**config.mk**
```make
export PLATFORM = sky130hd
export DESIGN_NAME = flash_boot_protect_control
export DESIGN_NICKNAME = d
export VERILOG_FILES = /design/src/hw/fbpc_pkg.sv /design/src/hw/fbpc_id_if.sv /design/src/hw/flash_boot_protect_control.sv /design/src/hw/fbpc_id_store.sv
export VERILOG_INCLUDE_DIRS = /design/src /design/src/hw
export SDC_FILE = /design/constraint.sdc
export NUM_CORES = 1
export LEC_CHECK = 0
export BUFFER_PORTS_ARGS = -buffer_cell sky130_fd_sc_hd__buf_4
export CAP_MARGIN = 20
export CORE_MARGIN = 2
export CORE_UTILIZATION = 51
export DETAILED_ROUTE_END_ITERATION = 10
export GPL_ROUTABILITY_DRIVEN = 1
export PLACE_DENSITY = 0.77
export SLEW_MARGIN = 10
export SYNTH_ARGS = -nofsm -noshare
export SYNTH_HDL_FRONTEND = slang
export SYNTH_HIERARCHICAL = 1
export SYNTH_SLANG_ARGS = --single-unit
```
**constraint.sdc**
```tcl
create_clock -name clk_sys -period 3.1 [get_ports clk_sys]
set_clock_uncertainty 0.15 [all_clocks]
set_input_delay 0.465 -clock clk_sys [delete_from_list [all_inputs] [get_ports clk_sys]]
set_output_delay 0.465 -clock clk_sys [all_outputs]
set_load 0.01 [all_outputs]
```
**src/hw/fbpc_defines.svh**
```systemverilog
// Register offsets, field positions, reset values and timing counts of the flash boot/protect control
`ifndef FBPC_DEFINES_SVH
`define FBPC_DEFINES_SVH

// ==========================================================
// Register offsets (register port address)
`define FBPC_REG_CTRL        4'h0
`define FBPC_REG_STATUS      4'h1
`define FBPC_REG_CMD         4'h2
`define FBPC_REG_ADDR_L      4'h3
`define FBPC_REG_ADDR_M      4'h4
`define FBPC_REG_ADDR_H      4'h5
`define FBPC_REG_DATA_L      4'h6
`define FBPC_REG_DATA_H      4'h7
`define FBPC_REG_PM1         4'h8
`define FBPC_REG_LOCK        4'h9
`define FBPC_REG_CPWORD      4'hA

// ==========================================================
// Control register fields
`define FBPC_CTRL_REWRITE    0
`define FBPC_CTRL_INPLACE    1
`define FBPC_CTRL_LOCKDIS    2
`define FBPC_CTRL_AREA       5

// ==========================================================
// Status register fields
`define FBPC_ST_READY        0
`define FBPC_ST_BOOT         1
`define FBPC_ST_USER         2
`define FBPC_ST_PARALLEL     3
`define FBPC_ST_CPACT        4
`define FBPC_ST_IDOK         5
`define FBPC_ST_REFUSED      6
`define FBPC_ST_ERROR        7

// ==========================================================
// Code-protect word layout and reset
`define FBPC_CP_REL_LSB      2
`define FBPC_CP_LVL_LSB      6
`define FBPC_CP_RESET        8'hFF
`define FBPC_CP_REL_OPEN     2'h0
`define FBPC_CP_LVL_OFF      2'h3

// ==========================================================
// ID code store
`define FBPC_ID_BYTES        3'h7
`define FBPC_LOAD_CP_IDX     3'h7
`define FBPC_ERASED_BYTE     8'hFF

// ==========================================================
// Address map: boot area is one 4 Kbyte block at the top
`define FBPC_BOOT_TAG        8'hFF
`define FBPC_BOOT_TAG_LSB    12
`define FBPC_BLOCK_LSB       15

// ==========================================================
// Processor mode register one
`define FBPC_PM1_RESET       8'h00
`define FBPC_PM1_FORCE_MASK  8'h09
`define FBPC_PM1_DEFER_BIT   3

// ==========================================================
// Strap capture: enabled cycles for the synchronisers to fill
`define FBPC_SYNC_WAIT       2'h2

`endif

```
**src/hw/fbpc_pkg.sv**
```systemverilog
// Types shared by the flash boot/protect control files
package fbpc_pkg;

  // ==========================================================
  // Strap capture sequence
  typedef enum logic [2:0] {
    ST_HOLD    = 3'b001,
    ST_CAPTURE = 3'b010,
    ST_RUN     = 3'b100
  } fbpc_state_t;

  // ==========================================================
  // The seven flash software commands; code 7 is illegal
  typedef enum logic [2:0] {
    CMD_READ_ARRAY  = 3'h0,
    CMD_READ_STATUS = 3'h1,
    CMD_CLEAR_STAT  = 3'h2,
    CMD_PROGRAM     = 3'h3,
    CMD_BLOCK_ERASE = 3'h4,
    CMD_LOCK_PROG   = 3'h5,
    CMD_READ_LOCK   = 3'h6
  } fbpc_cmd_t;

endpackage : fbpc_pkg

```
**src/hw/fbpc_id_if.sv**
```systemverilog
// Carrier between the controller and the ID code store
`timescale 1ns/1ns
`default_nettype none

interface fbpc_id_if;
  logic       wr_en;
  logic [2:0] wr_idx;
  logic [7:0] wr_data;
  logic [2:0] rd_idx;
  logic [7:0] rd_data;

  modport ctrl  (output wr_en, output wr_idx, output wr_data, output rd_idx, input rd_data);
  modport store (input wr_en, input wr_idx, input wr_data, input rd_idx, output rd_data);
endinterface : fbpc_id_if

`default_nettype wire

```
**src/hw/flash_boot_protect_control.sv**
```systemverilog
// Flash boot-area selection, rewrite gating, code protect and ID check
//
// Overview of operation
// - Reset with boot strap low, test and serial straps high enters boot mode.
// - Test strap low at reset runs user area and blocks boot-area reads.
// - In boot mode the area-select bit maps boot or user area.
// - Boot area is one 4 Kbyte block overlapping the user area top.
// - Boot area is rewritten only in parallel mode, never by CPU or serial.
// - User area blocks carry lock bits; locked blocks refuse program and erase.
// - Seven software commands; program per word, erase per whole block.
// - RAM sub-mode refuses rewrite commands while CPU fetches from flash; in-place allows.
// - Serial programming offers clock-synchronous and UART link variants.
// - Protect active when release field nonzero and a level bit is zero.
// - Release field 00 lets parallel reads and rewrites through.
// - Active protection stops parallel mode changing the release field.
// - Serial mode compares programmer ID bytes; a mismatch rejects later commands.
// - Seven 8-bit ID bytes compared in order from the first.
// - Rewrite mode forces mode bits 0 and 3; bit 3 writes apply afterwards.
`timescale 1ns/1ns
`default_nettype none
`include "fbpc_defines.svh"

module flash_boot_protect_control (
  // Clock, reset, enable
  input  wire logic        clk_sys,
  input  wire logic        resetn,
  input  wire logic        clk_en,
  // Strap pins
  input  wire logic        boot_select_strap,
  input  wire logic        test_mode_strap,
  input  wire logic        serial_boot_strap,
  input  wire logic        parallel_mode_strap,
  input  wire logic        serial_link_uart_strap,
  // Register port
  input  wire logic [3:0]  reg_addr,
  input  wire logic [7:0]  reg_wdata,
  input  wire logic        reg_wr,
  input  wire logic        reg_rd,
  output logic      [7:0]  reg_rdata,
  // CPU fetch location
  input  wire logic        cpu_fetch_in_flash,
  // Flash readout of ID bytes and code-protect word
  input  wire logic        load_valid,
  input  wire logic [2:0]  load_idx,
  input  wire logic [7:0]  load_data,
  // Programmer command port
  input  wire logic        prog_req,
  input  wire logic [2:0]  prog_cmd,
  input  wire logic [19:0] prog_addr,
  input  wire logic        prog_boot_area,
  input  wire logic [15:0] prog_wdata,
  input  wire logic        prog_id_valid,
  input  wire logic [7:0]  prog_id_byte,
  output logic             prog_ack,
  output logic             prog_refused,
  output logic             prog_id_fail,
  // Flash array
  input  wire logic        flash_busy,
  input  wire logic        flash_error,
  output logic             flash_start,
  output logic      [2:0]  flash_op,
  output logic      [19:0] flash_addr,
  output logic      [15:0] flash_wdata,
  output logic             flash_boot_sel,
  // Mode and map outputs
  output logic             exec_from_boot,
  output logic             map_boot_area,
  output logic             boot_read_block,
  output logic             cpu_hold,
  output logic      [7:0]  pm1_value,
  output logic             serial_link_uart
);

  // ==========================================================
  // Shared decoders
  function automatic logic [2:0] block_of(input logic [19:0] a);
    block_of = a[`FBPC_BLOCK_LSB +: 3];
  endfunction : block_of

  function automatic logic is_rewrite(input logic [2:0] c);
    is_rewrite = (c == fbpc_pkg::CMD_PROGRAM) || (c == fbpc_pkg::CMD_BLOCK_ERASE) ||
                 (c == fbpc_pkg::CMD_LOCK_PROG);
  endfunction : is_rewrite

  function automatic logic is_boot_addr(input logic [19:0] a);
    is_boot_addr = a[19:`FBPC_BOOT_TAG_LSB] == `FBPC_BOOT_TAG;
  endfunction : is_boot_addr

  // ==========================================================
  // Strap synchronisers: stage one feeds stage two only
  logic [4:0] strap_s1;
  logic [4:0] strap_s2;
  wire  [4:0] strap_pins = {serial_link_uart_strap, parallel_mode_strap, serial_boot_strap,
                            test_mode_strap, boot_select_strap};

  always_ff @(posedge clk_sys or negedge resetn) begin
    if (!resetn) begin
      strap_s1 <= 5'h00;
      strap_s2 <= 5'h00;
    end else if (clk_en) begin
      strap_s1 <= strap_pins;
      strap_s2 <= strap_s1;
    end
  end

  // ==========================================================
  // Strap capture after reset; modes hold until next reset
  fbpc_pkg::fbpc_state_t state;
  fbpc_pkg::fbpc_state_t next_state;
  logic [1:0] wait_cnt;
  logic       boot_mode;
  logic       user_exec;
  logic       parallel_mode;
  logic       uart_variant;
  wire        cap_boot = strap_s2[1] && strap_s2[2] && !strap_s2[0];
  wire        cap_par  = strap_s2[1] && strap_s2[3] && !cap_boot;
  wire        running  = state == fbpc_pkg::ST_RUN;

  always_comb begin
    next_state = state;
    unique case (state)
      fbpc_pkg::ST_HOLD:    next_state = (wait_cnt == `FBPC_SYNC_WAIT) ? fbpc_pkg::ST_CAPTURE : state;
      fbpc_pkg::ST_CAPTURE: next_state = fbpc_pkg::ST_RUN;
      fbpc_pkg::ST_RUN:     next_state = state;
      default:              next_state = fbpc_pkg::ST_HOLD;
    endcase
  end

  always_ff @(posedge clk_sys or negedge resetn) begin
    if (!resetn) begin
      state    <= fbpc_pkg::ST_HOLD;
      wait_cnt <= 2'h0;
    end else if (clk_en) begin
      state    <= next_state;
      wait_cnt <= (state == fbpc_pkg::ST_HOLD) ? wait_cnt + 2'h1 : 2'h0;
    end
  end

  // Mode latches taken in the capture state
  always_ff @(posedge clk_sys or negedge resetn) begin
    if (!resetn) begin
      boot_mode     <= 1'b0;
      user_exec     <= 1'b0;
      parallel_mode <= 1'b0;
      uart_variant  <= 1'b0;
    end else if (clk_en && state == fbpc_pkg::ST_CAPTURE) begin
      boot_mode     <= cap_boot;
      user_exec     <= !strap_s2[1];
      parallel_mode <= cap_par;
      uart_variant  <= strap_s2[4];
    end
  end

  // ==========================================================
  // Register write decode
  wire wr_ctrl  = reg_wr && reg_addr == `FBPC_REG_CTRL;
  wire wr_cmd   = reg_wr && reg_addr == `FBPC_REG_CMD;
  wire wr_pm1   = reg_wr && reg_addr == `FBPC_REG_PM1;

  // Control bits; rewrite enable and in-place need a 0 write then a 1 write
  logic [1:0]  ctrl_seq;
  logic [1:0]  arm;
  logic        lock_dis;
  logic        area_sel;
  logic [19:0] cmd_addr;
  logic [15:0] cmd_data;
  wire         rewrite_en = ctrl_seq[0];
  wire         inplace    = ctrl_seq[1];

  genvar g;
  generate
    for (g = 0; g < 2; g = g + 1) begin : g_seq
      wire allow = (g == 0) ? running : ctrl_seq[0];
      always_ff @(posedge clk_sys or negedge resetn) begin
        if (!resetn) begin
          ctrl_seq[g] <= 1'b0;
          arm[g]      <= 1'b0;
        end else if (clk_en) begin
          if (g == 1 && !ctrl_seq[0]) begin
            ctrl_seq[g] <= 1'b0;
            arm[g]      <= 1'b0;
          end else if (wr_ctrl) begin
            ctrl_seq[g] <= reg_wdata[g] && arm[g] && allow;
            arm[g]      <= !reg_wdata[g];
          end
        end
      end
    end
  endgenerate

  // Plain control and command operand registers
  always_ff @(posedge clk_sys or negedge resetn) begin
    if (!resetn) begin
      lock_dis <= 1'b0;
      area_sel <= 1'b0;
      cmd_addr <= 20'h00000;
      cmd_data <= 16'h0000;
    end else if (clk_en && reg_wr) begin
      if (wr_ctrl) lock_dis <= reg_wdata[`FBPC_CTRL_LOCKDIS];
      if (wr_ctrl) area_sel <= reg_wdata[`FBPC_CTRL_AREA];
      if (reg_addr == `FBPC_REG_ADDR_L) cmd_addr[7:0]   <= reg_wdata;
      if (reg_addr == `FBPC_REG_ADDR_M) cmd_addr[15:8]  <= reg_wdata;
      if (reg_addr == `FBPC_REG_ADDR_H) cmd_addr[19:16] <= reg_wdata[3:0];
      if (reg_addr == `FBPC_REG_DATA_L) cmd_data[7:0]   <= reg_wdata;
      if (reg_addr == `FBPC_REG_DATA_H) cmd_data[15:8]  <= reg_wdata;
    end
  end

  // ==========================================================
  // Code-protect word and ID store loading from the flash readout
  logic [7:0] cp_word;
  logic [6:0] id_nonblank;
  fbpc_id_if  id_bus ();

  wire [1:0] cp_rel    = cp_word[`FBPC_CP_REL_LSB +: 2];
  wire [1:0] cp_lvl    = cp_word[`FBPC_CP_LVL_LSB +: 2];
  wire       rel_open  = cp_rel == `FBPC_CP_REL_OPEN;
  wire       cp_active = !rel_open && (cp_lvl != `FBPC_CP_LVL_OFF);
  wire       id_blank  = id_nonblank == 7'h00;
  wire       load_id   = load_valid && load_idx != `FBPC_LOAD_CP_IDX;

  always_ff @(posedge clk_sys or negedge resetn) begin
    if (!resetn) begin
      cp_word     <= `FBPC_CP_RESET;
      id_nonblank <= 7'h00;
    end else if (clk_en && load_valid) begin
      if (!load_id) cp_word <= load_data;
      if (load_id) id_nonblank[load_idx] <= load_data != `FBPC_ERASED_BYTE;
    end
  end

  // ==========================================================
  // ID comparison; bytes need one idle cycle between them
  logic [2:0] id_idx;
  logic       id_pend;
  logic [7:0] id_byte_q;
  logic       id_fail;
  wire        id_done = id_idx == `FBPC_ID_BYTES;
  wire        id_ok   = id_blank || (id_done && !id_fail);
  wire        id_take = prog_id_valid && !id_pend && !id_done && !id_fail && !id_blank;

  assign id_bus.wr_en   = clk_en && load_id;
  assign id_bus.wr_idx  = load_idx;
  assign id_bus.wr_data = load_data;
  assign id_bus.rd_idx  = id_idx;

  always_ff @(posedge clk_sys or negedge resetn) begin
    if (!resetn) begin
      id_idx    <= 3'h0;
      id_pend   <= 1'b0;
      id_byte_q <= 8'h00;
      id_fail   <= 1'b0;
    end else if (clk_en) begin
      id_pend <= id_take;
      if (id_take) id_byte_q <= prog_id_byte;
      if (id_pend && id_byte_q != id_bus.rd_data) id_fail <= 1'b1;
      if (id_pend) id_idx <= id_idx + 3'h1;
    end
  end

  fbpc_id_store u_id_store (
    .clk_sys (clk_sys),
    .resetn  (resetn),
    .clk_en  (clk_en),
    .id      (id_bus)
  );

  // ==========================================================
  // Lock bits per user block
  logic [7:0] lock_bits;

  // ==========================================================
  // Command gating; the start pulse counts as busy
  wire       busy_any   = flash_busy || flash_start;
  wire [2:0] cpu_cmd    = reg_wdata[2:0];
  wire [2:0] cpu_blk    = block_of(cmd_addr);
  wire       cpu_rw     = is_rewrite(cpu_cmd);
  wire       cpu_boot   = boot_mode && !area_sel;
  wire       cpu_locked = lock_bits[cpu_blk] && !lock_dis;
  wire       cpu_fetchx = !inplace && cpu_fetch_in_flash;
  wire       cpu_ok     = rewrite_en && !parallel_mode && !busy_any && cpu_cmd != 3'h7 &&
                          !(cpu_rw && (cpu_boot || cpu_locked || cpu_fetchx));
  wire [2:0] pg_blk     = block_of(prog_addr);
  wire       pg_rw      = is_rewrite(prog_cmd);
  wire       pg_boot    = parallel_mode ? prog_boot_area : is_boot_addr(prog_addr);
  wire       pg_gate    = parallel_mode ? !cp_active : (boot_mode && id_ok && !pg_boot);
  wire       pg_ok      = prog_req && running && !busy_any && prog_cmd != 3'h7 && pg_gate &&
                          !(pg_rw && !pg_boot && lock_bits[pg_blk]);
  wire       cpu_go     = wr_cmd && cpu_ok && !pg_ok;
  wire       any_go     = pg_ok || cpu_go;
  wire [2:0] go_cmd     = pg_ok ? prog_cmd : cpu_cmd;
  wire [2:0] go_blk     = pg_ok ? pg_blk : cpu_blk;
  wire [19:0] go_addr   = pg_ok ? prog_addr : cmd_addr;
  wire [4:0] go_addr_hi = go_addr[19:15];
  wire       go_boot    = pg_ok ? (parallel_mode && pg_boot) : cpu_boot;
  wire       go_clear   = cpu_go && cpu_cmd == fbpc_pkg::CMD_CLEAR_STAT;

  // Lock program sets the block lock; erase with locks disabled clears it
  always_ff @(posedge clk_sys or negedge resetn) begin
    if (!resetn) begin
      lock_bits <= 8'h00;
    end else if (clk_en && any_go && !go_boot) begin
      if (go_cmd == fbpc_pkg::CMD_LOCK_PROG) lock_bits[go_blk] <= 1'b1;
      if (go_cmd == fbpc_pkg::CMD_BLOCK_ERASE && cpu_go && lock_dis) lock_bits[go_blk] <= 1'b0;
    end
  end

  // Flash array request; erase addresses the whole block
  always_ff @(posedge clk_sys or negedge resetn) begin
    if (!resetn) begin
      flash_start    <= 1'b0;
      flash_op       <= 3'h0;
      flash_addr     <= 20'h00000;
      flash_wdata    <= 16'h0000;
      flash_boot_sel <= 1'b0;
    end else if (clk_en) begin
      flash_start <= any_go;
      if (any_go) begin
        flash_op       <= go_cmd;
        flash_addr     <= (go_cmd == fbpc_pkg::CMD_BLOCK_ERASE) ?
                          {go_addr_hi, 15'h0000} : go_addr;
        flash_wdata    <= pg_ok ? prog_wdata : cmd_data;
        flash_boot_sel <= go_boot;
      end
    end
  end

  // Programmer answers and sticky status; a set wins over a clear
  logic refused;
  logic flash_err;

  always_ff @(posedge clk_sys or negedge resetn) begin
    if (!resetn) begin
      prog_ack     <= 1'b0;
      prog_refused <= 1'b0;
      prog_id_fail <= 1'b0;
      refused      <= 1'b0;
      flash_err    <= 1'b0;
    end else if (clk_en) begin
      prog_ack     <= pg_ok;
      prog_refused <= prog_req && !pg_ok;
      prog_id_fail <= id_fail;
      refused      <= (wr_cmd && !cpu_go) || (refused && !go_clear);
      flash_err    <= flash_error || (flash_err && !go_clear);
    end
  end

  // ==========================================================
  // Processor mode register one; bit 3 writes wait for rewrite clear
  logic [7:0] pm1_sw;
  logic       pm1_b3_shadow;
  logic       rewrite_q;
  wire        rewrite_fall = rewrite_q && !rewrite_en;
  wire [7:0]  next_pm1_sw  = wr_pm1 ?
                             (rewrite_en ? {reg_wdata[7:4], pm1_sw[3], reg_wdata[2:0]} : reg_wdata) :
                             (rewrite_fall ? {pm1_sw[7:4], pm1_b3_shadow, pm1_sw[2:0]} : pm1_sw);
  wire        next_shadow  = (rewrite_en && wr_pm1) ? reg_wdata[`FBPC_PM1_DEFER_BIT] :
                             (rewrite_en ? pm1_b3_shadow : next_pm1_sw[`FBPC_PM1_DEFER_BIT]);

  always_ff @(posedge clk_sys or negedge resetn) begin
    if (!resetn) begin
      pm1_sw        <= `FBPC_PM1_RESET;
      pm1_b3_shadow <= 1'b0;
      rewrite_q     <= 1'b0;
      pm1_value     <= `FBPC_PM1_RESET;
    end else if (clk_en) begin
      pm1_sw        <= next_pm1_sw;
      pm1_b3_shadow <= next_shadow;
      rewrite_q     <= rewrite_en;
      pm1_value     <= rewrite_en ? (next_pm1_sw | `FBPC_PM1_FORCE_MASK) : next_pm1_sw;
    end
  end

  // ==========================================================
  // Map and mode outputs
  always_ff @(posedge clk_sys or negedge resetn) begin
    if (!resetn) begin
      exec_from_boot   <= 1'b0;
      map_boot_area    <= 1'b0;
      boot_read_block  <= 1'b1;
      cpu_hold         <= 1'b0;
      serial_link_uart <= 1'b0;
    end else if (clk_en) begin
      exec_from_boot   <= boot_mode;
      map_boot_area    <= boot_mode && !area_sel;
      boot_read_block  <= !boot_mode && !parallel_mode;
      cpu_hold         <= rewrite_en && inplace && flash_busy;
      serial_link_uart <= uart_variant;
    end
  end

  // ==========================================================
  // Register read; unmapped and write-only offsets read zero
  wire [7:0] st_word = {flash_err, refused, id_ok, cp_active, parallel_mode, user_exec, boot_mode, !flash_busy};
  wire [7:0] ctrl_rd = {2'h0, area_sel, 2'h0, lock_dis, inplace, rewrite_en};
  wire [7:0] rd_mux  = (reg_addr == `FBPC_REG_CTRL)   ? ctrl_rd :
                       (reg_addr == `FBPC_REG_STATUS) ? st_word :
                       (reg_addr == `FBPC_REG_ADDR_L) ? cmd_addr[7:0] :
                       (reg_addr == `FBPC_REG_ADDR_M) ? cmd_addr[15:8] :
                       (reg_addr == `FBPC_REG_ADDR_H) ? {4'h0, cmd_addr[19:16]} :
                       (reg_addr == `FBPC_REG_DATA_L) ? cmd_data[7:0] :
                       (reg_addr == `FBPC_REG_DATA_H) ? cmd_data[15:8] :
                       (reg_addr == `FBPC_REG_PM1)    ? pm1_value :
                       (reg_addr == `FBPC_REG_LOCK)   ? lock_bits :
                       (reg_addr == `FBPC_REG_CPWORD) ? cp_word : 8'h00;

  always_ff @(posedge clk_sys or negedge resetn) begin
    if (!resetn) begin
      reg_rdata <= 8'h00;
    end else if (clk_en) begin
      reg_rdata <= reg_rd ? rd_mux : 8'h00;
    end
  end

endmodule : flash_boot_protect_control

`default_nettype wire

```
**src/hw/fbpc_id_store.sv**
```systemverilog
// Seven-byte store of the ID code read out of flash, registered read port
`timescale 1ns/1ns
`default_nettype none
`include "fbpc_defines.svh"

module fbpc_id_store (
  // Clock and reset
  input  wire logic clk_sys,
  input  wire logic resetn,
  input  wire logic clk_en,
  // Store port
  fbpc_id_if.store  id
);

  logic [7:0] mem [0:6];
  wire        wr_hit = id.wr_en && (id.wr_idx < `FBPC_ID_BYTES);
  wire        rd_hit = id.rd_idx < `FBPC_ID_BYTES;

  // ==========================================================
  // Storage; contents need no reset, the readout reloads them
  always_ff @(posedge clk_sys) begin
    if (clk_en && wr_hit) begin
      mem[id.wr_idx] <= id.wr_data;
    end
  end

  // Out-of-range index reads as erased so it can never match by accident
  always_ff @(posedge clk_sys or negedge resetn) begin
    if (!resetn) begin
      id.rd_data <= 8'h00;
    end else if (clk_en) begin
      id.rd_data <= rd_hit ? mem[id.rd_idx] : `FBPC_ERASED_BYTE;
    end
  end

endmodule : fbpc_id_store

`default_nettype wire

```
Yosys cells after proc, flatten, opt, wreduce, memory -nomap -nowiden
Memory sizes are Yosys's and may differ from the RTL's.
Index checks and enable logic that the tools add are counted.
W data, S select, Z words.
- bits in writable memories: 56
- logic and storage cells: 261
- input bits: 87
- memories: 1
- output and inout bits: 65
- bits in registers: 182
- memories (name ; words ; bits a word ; read ports ; clocked after Yosys merged registers in ; write ports ; RTL line ; RTL):
    u_id_store.mem ; 7 ; 8 ; 1 ; 0 ; 1 ; fbpc_id_store.sv:15 ; logic [7:0] mem [0:6];
- muxes and demuxes: 47
- bitwise gates (word level): 5
- $add $sub $neg: 2
- magnitude comparators: 8
- reduce and logical (&&, ||, !) cells: 117
- equality and inequality tests: 34
- operator list (cell ; number):
    $mux W8 ; 16
    $logic_and A1 B1 Y1 ; 61
    $reduce_and A2 Y1 ; 15
    $logic_not A1 Y1 ; 26
    $eq A3 B3 Y1 const B ; 8
    $mux W20 ; 1
    $eq A4 B3 Y1 const B ; 4
    $lt A3 B4 Y1 const B ; 4
    $mux W16 ; 1
    $mux W1 ; 15
    $mux W15 ; 1
    $eq A3 B2 Y1 const B ; 4
    $eq A4 B4 Y1 const B ; 3
    $mux W4 ; 3
    $logic_or A1 B1 Y1 ; 11
    $mux W3 ; 3
    $ne A3 B3 Y1 const B ; 3
    $pmux W3 S3 ; 1
    $and A8 B8 Y8 ; 1
    $eq A4 B2 Y1 const B ; 2
    $eq A8 B8 Y1 const B ; 1
    $ne A8 B8 Y1 ; 1
    $ne A8 B8 Y1 const B ; 1
    $not A8 Y8 ; 1
    19 further kinds ; 26

Logic depth before layout (Yosys ltp)
- depth after elaboration: 18
- gate-level depth with buffers: 11
- mapped depth without buffers: 9

Cells and area by module
The synthesis kept the hierarchy.
- by module, submodules not included (module ; times used ; sequential area each (µm²) ; cells each ; area each (µm²)):
    flash_boot_protect_control ; 1 ; 4216.5 ; 752 ; 8400.6
    fbpc_id_store ; 1 ; 1881.8 ; 141 ; 2539.9

Worst setup path before layout
No wires, ideal clock.
- path kind: flip-flop to flip-flop
- start point: register id_nonblank[2]
- end point: register lock_bits[1]
- path buffers: 2
- path slack: 0.320 ns
- library setup time: 0.119 ns
- data required time: 2.831 ns
- arrival time: 2.512 ns
- clock period less this slack: 2.780 ns
- stages on the path, launching flop included: 10
- path through: dfrtp_1 or4_4 o41ai_4 a32oi_1 or3_1 buf_6 buf_12 mux2i_1 mux2_1 o21a_1
- longest elaborated chain between the ends: 17
- elaborated cells on any way between the ends: 31
- those cells by class: order compare: 2; eq/ne: 2; mux: 9; bitwise: 3; reduce/logical: 15
- ends and longest elaborated chain (element ; RTL line ; RTL):
    start: declaration ; flash_boot_protect_control.sv:212 ; logic [6:0] id_nonblank;
    start signal: indexed assignment ; flash_boot_protect_control.sv:228 ; if (load_id) id_nonblank[load_idx] <= load_data != `FBPC_ERASED_BYTE;
    $logic_not A7 Y1 (*) ; flash_boot_protect_control.sv:219 ; wire id_blank = id_nonblank == 7'h00;
    $logic_or A1 B1 Y1 (*) ; flash_boot_protect_control.sv:239 ; wire id_ok = id_blank || (id_done && !id_fail);
    $logic_and A1 B1 Y1 (*) (2 in series) ; flash_boot_protect_control.sv:286 ; wire pg_gate = parallel_mode ? !cp_active : (boot_mode && id_ok && !pg_boot);
    $mux W1 (*) ; flash_boot_protect_control.sv:286 ;
    $logic_and A1 B1 Y1 (*) (2 in series) ; flash_boot_protect_control.sv:287 ; wire pg_ok = prog_req && running && !busy_any && prog_cmd != 3'h7 && pg_gate &&
    $mux W3 ; flash_boot_protect_control.sv:292 ; wire [2:0] go_blk = pg_ok ? pg_blk : cpu_blk;
    $lt A3 B4 Y1 (implied by the code) / $ge A3 B1 Y1 (equally long branches) ; flash_boot_protect_control.sv:303, flash_boot_protect_control.sv:304 ;
    $logic_and A1 B1 Y1 (implied by the code) ; flash_boot_protect_control.sv:303, flash_boot_protect_control.sv:304 ;
    $mux W1 (implied by the code) ; flash_boot_protect_control.sv:303, flash_boot_protect_control.sv:304 ;
    $demux W1 S3 ; flash_boot_protect_control.sv:303, flash_boot_protect_control.sv:304 ;
    $or A8 B8 Y8 (no source line) ; n/a ;
    $mux W8 ; flash_boot_protect_control.sv:303 ; if (go_cmd == fbpc_pkg::CMD_LOCK_PROG) lock_bits[go_blk] <= 1'b1;
    $mux W8 ; flash_boot_protect_control.sv:302 ; end else if (clk_en && any_go && !go_boot) begin
    $and A8 B8 Y8 (no source line) ; n/a ;
    $mux W8 ; flash_boot_protect_control.sv:304 ; if (go_cmd == fbpc_pkg::CMD_BLOCK_ERASE && cpu_go && lock_dis) lock_bits[go_blk] <= 1'b0;
    end signal: assignment ; flash_boot_protect_control.sv:301 ; lock_bits <= 8'h00;
    end signal: indexed assignment ; flash_boot_protect_control.sv:303 ;
    end signal: indexed assignment ; flash_boot_protect_control.sv:304 ;
    end: declaration ; flash_boot_protect_control.sv:270 ; logic [7:0] lock_bits;
Mark *: on every way between the ends. The rest lies on a longest branch, timed or not. The select of a mux whose other input is x is not followed.
A chain may end at the register's enable or synchronous reset.

Worst setup path in the final report
- start point: register id_idx[0], in the netlist id_bus.rd_idx[0]
- end point: register lock_bits[7]
- longest elaborated chain between the ends: 18
- elaborated cells on any way between the ends: 32
- those cells by class: order compare: 2; eq/ne: 3; mux: 9; bitwise: 3; reduce/logical: 15
- ends and longest elaborated chain (element ; RTL line ; RTL):
    start: declaration ; flash_boot_protect_control.sv:234 ; logic [2:0] id_idx;
    start signal: assignment ; flash_boot_protect_control.sv:257 ; if (id_pend) id_idx <= id_idx + 3'h1;
    $eq A3 B3 Y1 (no source line) (*) ; n/a ;
    $logic_and A1 B1 Y1 (*) ; flash_boot_protect_control.sv:239 ;
    $logic_or A1 B1 Y1 (*) ; flash_boot_protect_control.sv:239 ;
    $logic_and A1 B1 Y1 (*) (2 in series) ; flash_boot_protect_control.sv:286 ;
    $mux W1 (*) ; flash_boot_protect_control.sv:286 ;
    $logic_and A1 B1 Y1 (*) (2 in series) ; flash_boot_protect_control.sv:287 ;
    $mux W3 ; flash_boot_protect_control.sv:292 ;
    $lt A3 B4 Y1 (implied by the code) / $ge A3 B1 Y1 (equally long branches) ; flash_boot_protect_control.sv:303, flash_boot_protect_control.sv:304 ;
    $logic_and A1 B1 Y1 (implied by the code) ; flash_boot_protect_control.sv:303, flash_boot_protect_control.sv:304 ;
    $mux W1 (implied by the code) ; flash_boot_protect_control.sv:303, flash_boot_protect_control.sv:304 ;
    $demux W1 S3 ; flash_boot_protect_control.sv:303, flash_boot_protect_control.sv:304 ;
    $or A8 B8 Y8 (no source line) ; n/a ;
    $mux W8 ; flash_boot_protect_control.sv:303 ;
    $mux W8 ; flash_boot_protect_control.sv:302 ;
    $and A8 B8 Y8 (no source line) ; n/a ;
    $mux W8 ; flash_boot_protect_control.sv:304 ;
Marks and branches as above.

==> results.json <==
{
  "setup_violations": 0,
  "design.core.area_um2": 21020,
  "synth_edf_count": 56,
  "hold_viol": 0,
  "tightest_slew_ns": 0.7680,
  "power_switching_mw": 2.400,
  "ys_types": 65,
  "fin_util_pct": 63.45,
  "place.gp.congestion": 0.8969,
  "internal-power_mw": 6.478,
  "die_area_um2": 22640,
  "numPortBuffers": 151,
  "power.share.switching_pct": 27.03,
  "synthesis.area_um2": 10940,
  "avgViaCountPerCell": 5.799,
  "nets": 1137,
  "placed_area_um2": 12380,
  "totalWireLength_um": 27190,
  "path_clk_slew_ns": 0.06,
  "grt_usage_pct": 24.24,
  "relSlewSlack_pct": 48.61,
  "clk_latency_ns": 0.52,
  "seq_area_frac_synth_pct": 55.74,
  "final.setup.tns_ns": 0,
  "pre_cts_ws_ns": -0.1824,
  "drc": 0,
  "worstPathArrival_ns": 3.25,
  "hold_class": "in2reg",
  "syn_inst": 893,
  "max-vdd-ir-drop_mv": 0.4151,
  "period_minus_slack_ns": 2.956,
  "setup_slack_ns": 0.1443,
  "first_iter_violations": 568,
  "htreeDepth": 1,
  "crit_path_end_kind": "flip-flop",
  "worstPathRequired_ns": 3.40,
  "hp-start": "prog_id_byte[1]",
  "crit_end": "lock_bits[7]",
  "rsz0062_at_grt": "false",
  "power.density_nw_per_um2": 665.5,
  "finalCritPeriodShare_pct": 95.35,
  "grt_start_max_net_pins": 65,
  "crit_type": "reg2reg",
  "antenna_found_initial": 0,
  "cts_sinks": 232,
  "antenna_left": 0,
  "p_comb_share_pct": 18.9,
  "start_kind": "flip-flop",
  "leakagePower_nw": 6.036,
  "slew_violations": 0,
  "hold-worst-slack_ns": 0.02388,
  "num_antenna_cells": 0,
  "chipHeight_um": 150.5,
  "die_x_um": 150.5,
  "io_pins": 152,
  "syn_nets": 983,
  "crit_start": "id_bus.rd_idx[0]",
  "yosys_warnings": 6,
  "cap_violations": 0,
  "status": "finished clean",
  "yosysTopAreaCell": "dfrtp_1",
  "grt_first_pass_wirelength_um": 42590,
  "area_growth_pct": 21.92,
  "crit_path_max_fanout": 8,
  "grt_overflow": 0,
  "final_layout_size_suffix_gt1_share_pct": 33.02,
  "synth_top_flop_cell": "dfrtp_1",
  "final_common_cell": "buf_4",
  "clock_path_buffers": 3,
  "numCtsBuffers": 25,
  "firstDrtPassIters": 5,
  "netlist.area_leader.share_pct": 37.97,
  "place_hpwl_um": 19320,
  "r2r_cells": 10,
  "max_clock_freq_mhz": 338.3,
  "cts_root_buffer": "clkbuf_16",
  "via_count": 7777,
  "yosys-top-cells-area": "dfrtp_1 38%, edfxtp_1 15%, mux2_2 10%, mux2i_1 6.3%, nand2_1 3.0%",
  "placement_rows": 53,
  "final_area_um2": 13340,
  "reg2reg_setup_slack_ns": 0.14,
  "mostFrequentLayoutCells": "172 x buf_4, 166 x dfrtp_1, 97 x mux2_2, 87 x nand2_1, 69 x mux2i_1",
  "clkPwrFrac_pct": 36.6,
  "cts_tree": "yes",
  "r2r_start": "id_bus.rd_idx[0]",
  "synth_area_per_cell_um2": 12.25,
  "yosys_register_bits": 232,
  "worstReg2RegEnd": "lock_bits[7]",
  "wl_per_cell_um": 20.28,
  "synthArstFlopShare_pct": 75.86,
  "initial_core_util_pct": 52.04,
  "seqPwrFrac_pct": 44.5,
  "first_global_vias": 7796
}
==> cell usage after synthesis, drive strengths merged (10+ instances only) <==
library cell  number
o21a              10
a31oi             13
nor2              49
edfxtp            56
mux2             105
o21ai             67
dfstp             10
nor3              10
nand3             14
mux4              11
inv               13
clkbuf            28
a21oi             14
dfrtp            166
buf               25
nor2b             13
nand2             87
nand2b            29
mux2i             69
==> final cells by class <==
class                      instances  area (µm²)
clock buffer                      32       703.2
clock inverter                    14       210.2
fill                            1623        7682
inverter                          13       48.80
multi-input combinational        595        4519
sequential                       232        6098
tap                              275       344.1
timing repair buffer             180        1415
==> worst min path at each step <==
stage                          end  slack [ns]  depth (start not counted)
finish                id_byte_q[1]        0.02                          2
global route          id_byte_q[1]        0.02                          2
CTS                   id_byte_q[1]       0.008                          2
detailed placement  flash_wdata[6]        0.32                          2
global placement            arm[0]        0.31                          2
floorplan                 area_sel        0.02                          0
==> metal layers <==
layer	global-route usage, %	routed length [µm]	vias to the layer above	share of wire [%]
met5	0	0	-	0
met4	6.840	671	0	2.5
met3	4.364	1968	45	7.2
met2	39.52	12980	313	48
met1	33.54	11570	3836	43
li1	-	-	3583	-
==> registers in the layout, summed over array words and instances (netlist names), 2 cells and up <==
name,cells
u_id_store/mem,56
cmd_addr,20
flash_addr,20
cmd_data,16
flash_wdata,16
cp_word,8
id_byte_q,8
lock_bits,8
pm1_value,8
reg_rdata,8
u_id_store/id.rd_data,8
id_nonblank,7
strap_s1,5
strap_s2,5
flash_op,3
id_bus.rd_idx,3
state,3
arm,2
pm1_sw,2
wait_cnt,2
==> cell families after synthesis <==
logic type,Yosys count,synth area share (%)
xor+xnor,9,0.7205
buf+inv,66,3.122
fa+ha+maj,3,0.3431
mux,185,19.62
flops,232,55.74
simple gates,242,10.73
compound gates,156,9.721
==> stage by stage <==
| stage | cells | total power [mW] |
|---|---|---|
| 2_1_floorplan | 893 | 5.048 |
| 3_3_place_gp | 1293 | 5.590 |
| 3_5_place_dp | 1293 | 5.673 |
| 4_1_cts | 1341 | 8.939 |
| 5_1_grt | 1341 | 9.260 |
| 6_report | 1341 | 8.877 |
==> power groups by stage <==
stage	logic (mW)	clock network, mW	registers (mW)
finish	1.68	3.25	3.95
global route	1.84	3.41	4.00
CTS	1.69	3.30	3.95
detailed placement	1.67	0	4.00
global placement	1.61	0	3.97
floorplan	1.16	0	3.89
==> worst max-delay path, stage by stage, from the launching register on <==
cell	delay, ns
dfrtp_1	0.39
ha_1	0.22
ha_1	0.24
nand2b_1	0.15
o41ai_4	0.11
a32oi_1	0.27
buf_4	0.17
nor3_4	0.06
or3b_2	0.48
a22oi_2	0.47
o21a_1	0.18
==> repair_timing <==
item	4_1_cts	5_1_grt
endpoints found under the hold margin	55	0
endpoints found under the setup margin	31	24
hold buffers	1	0
setup buffers	1	0
pin swaps	1	0
gates resized for setup	3	1
Power figures use the tool's default switching activity.
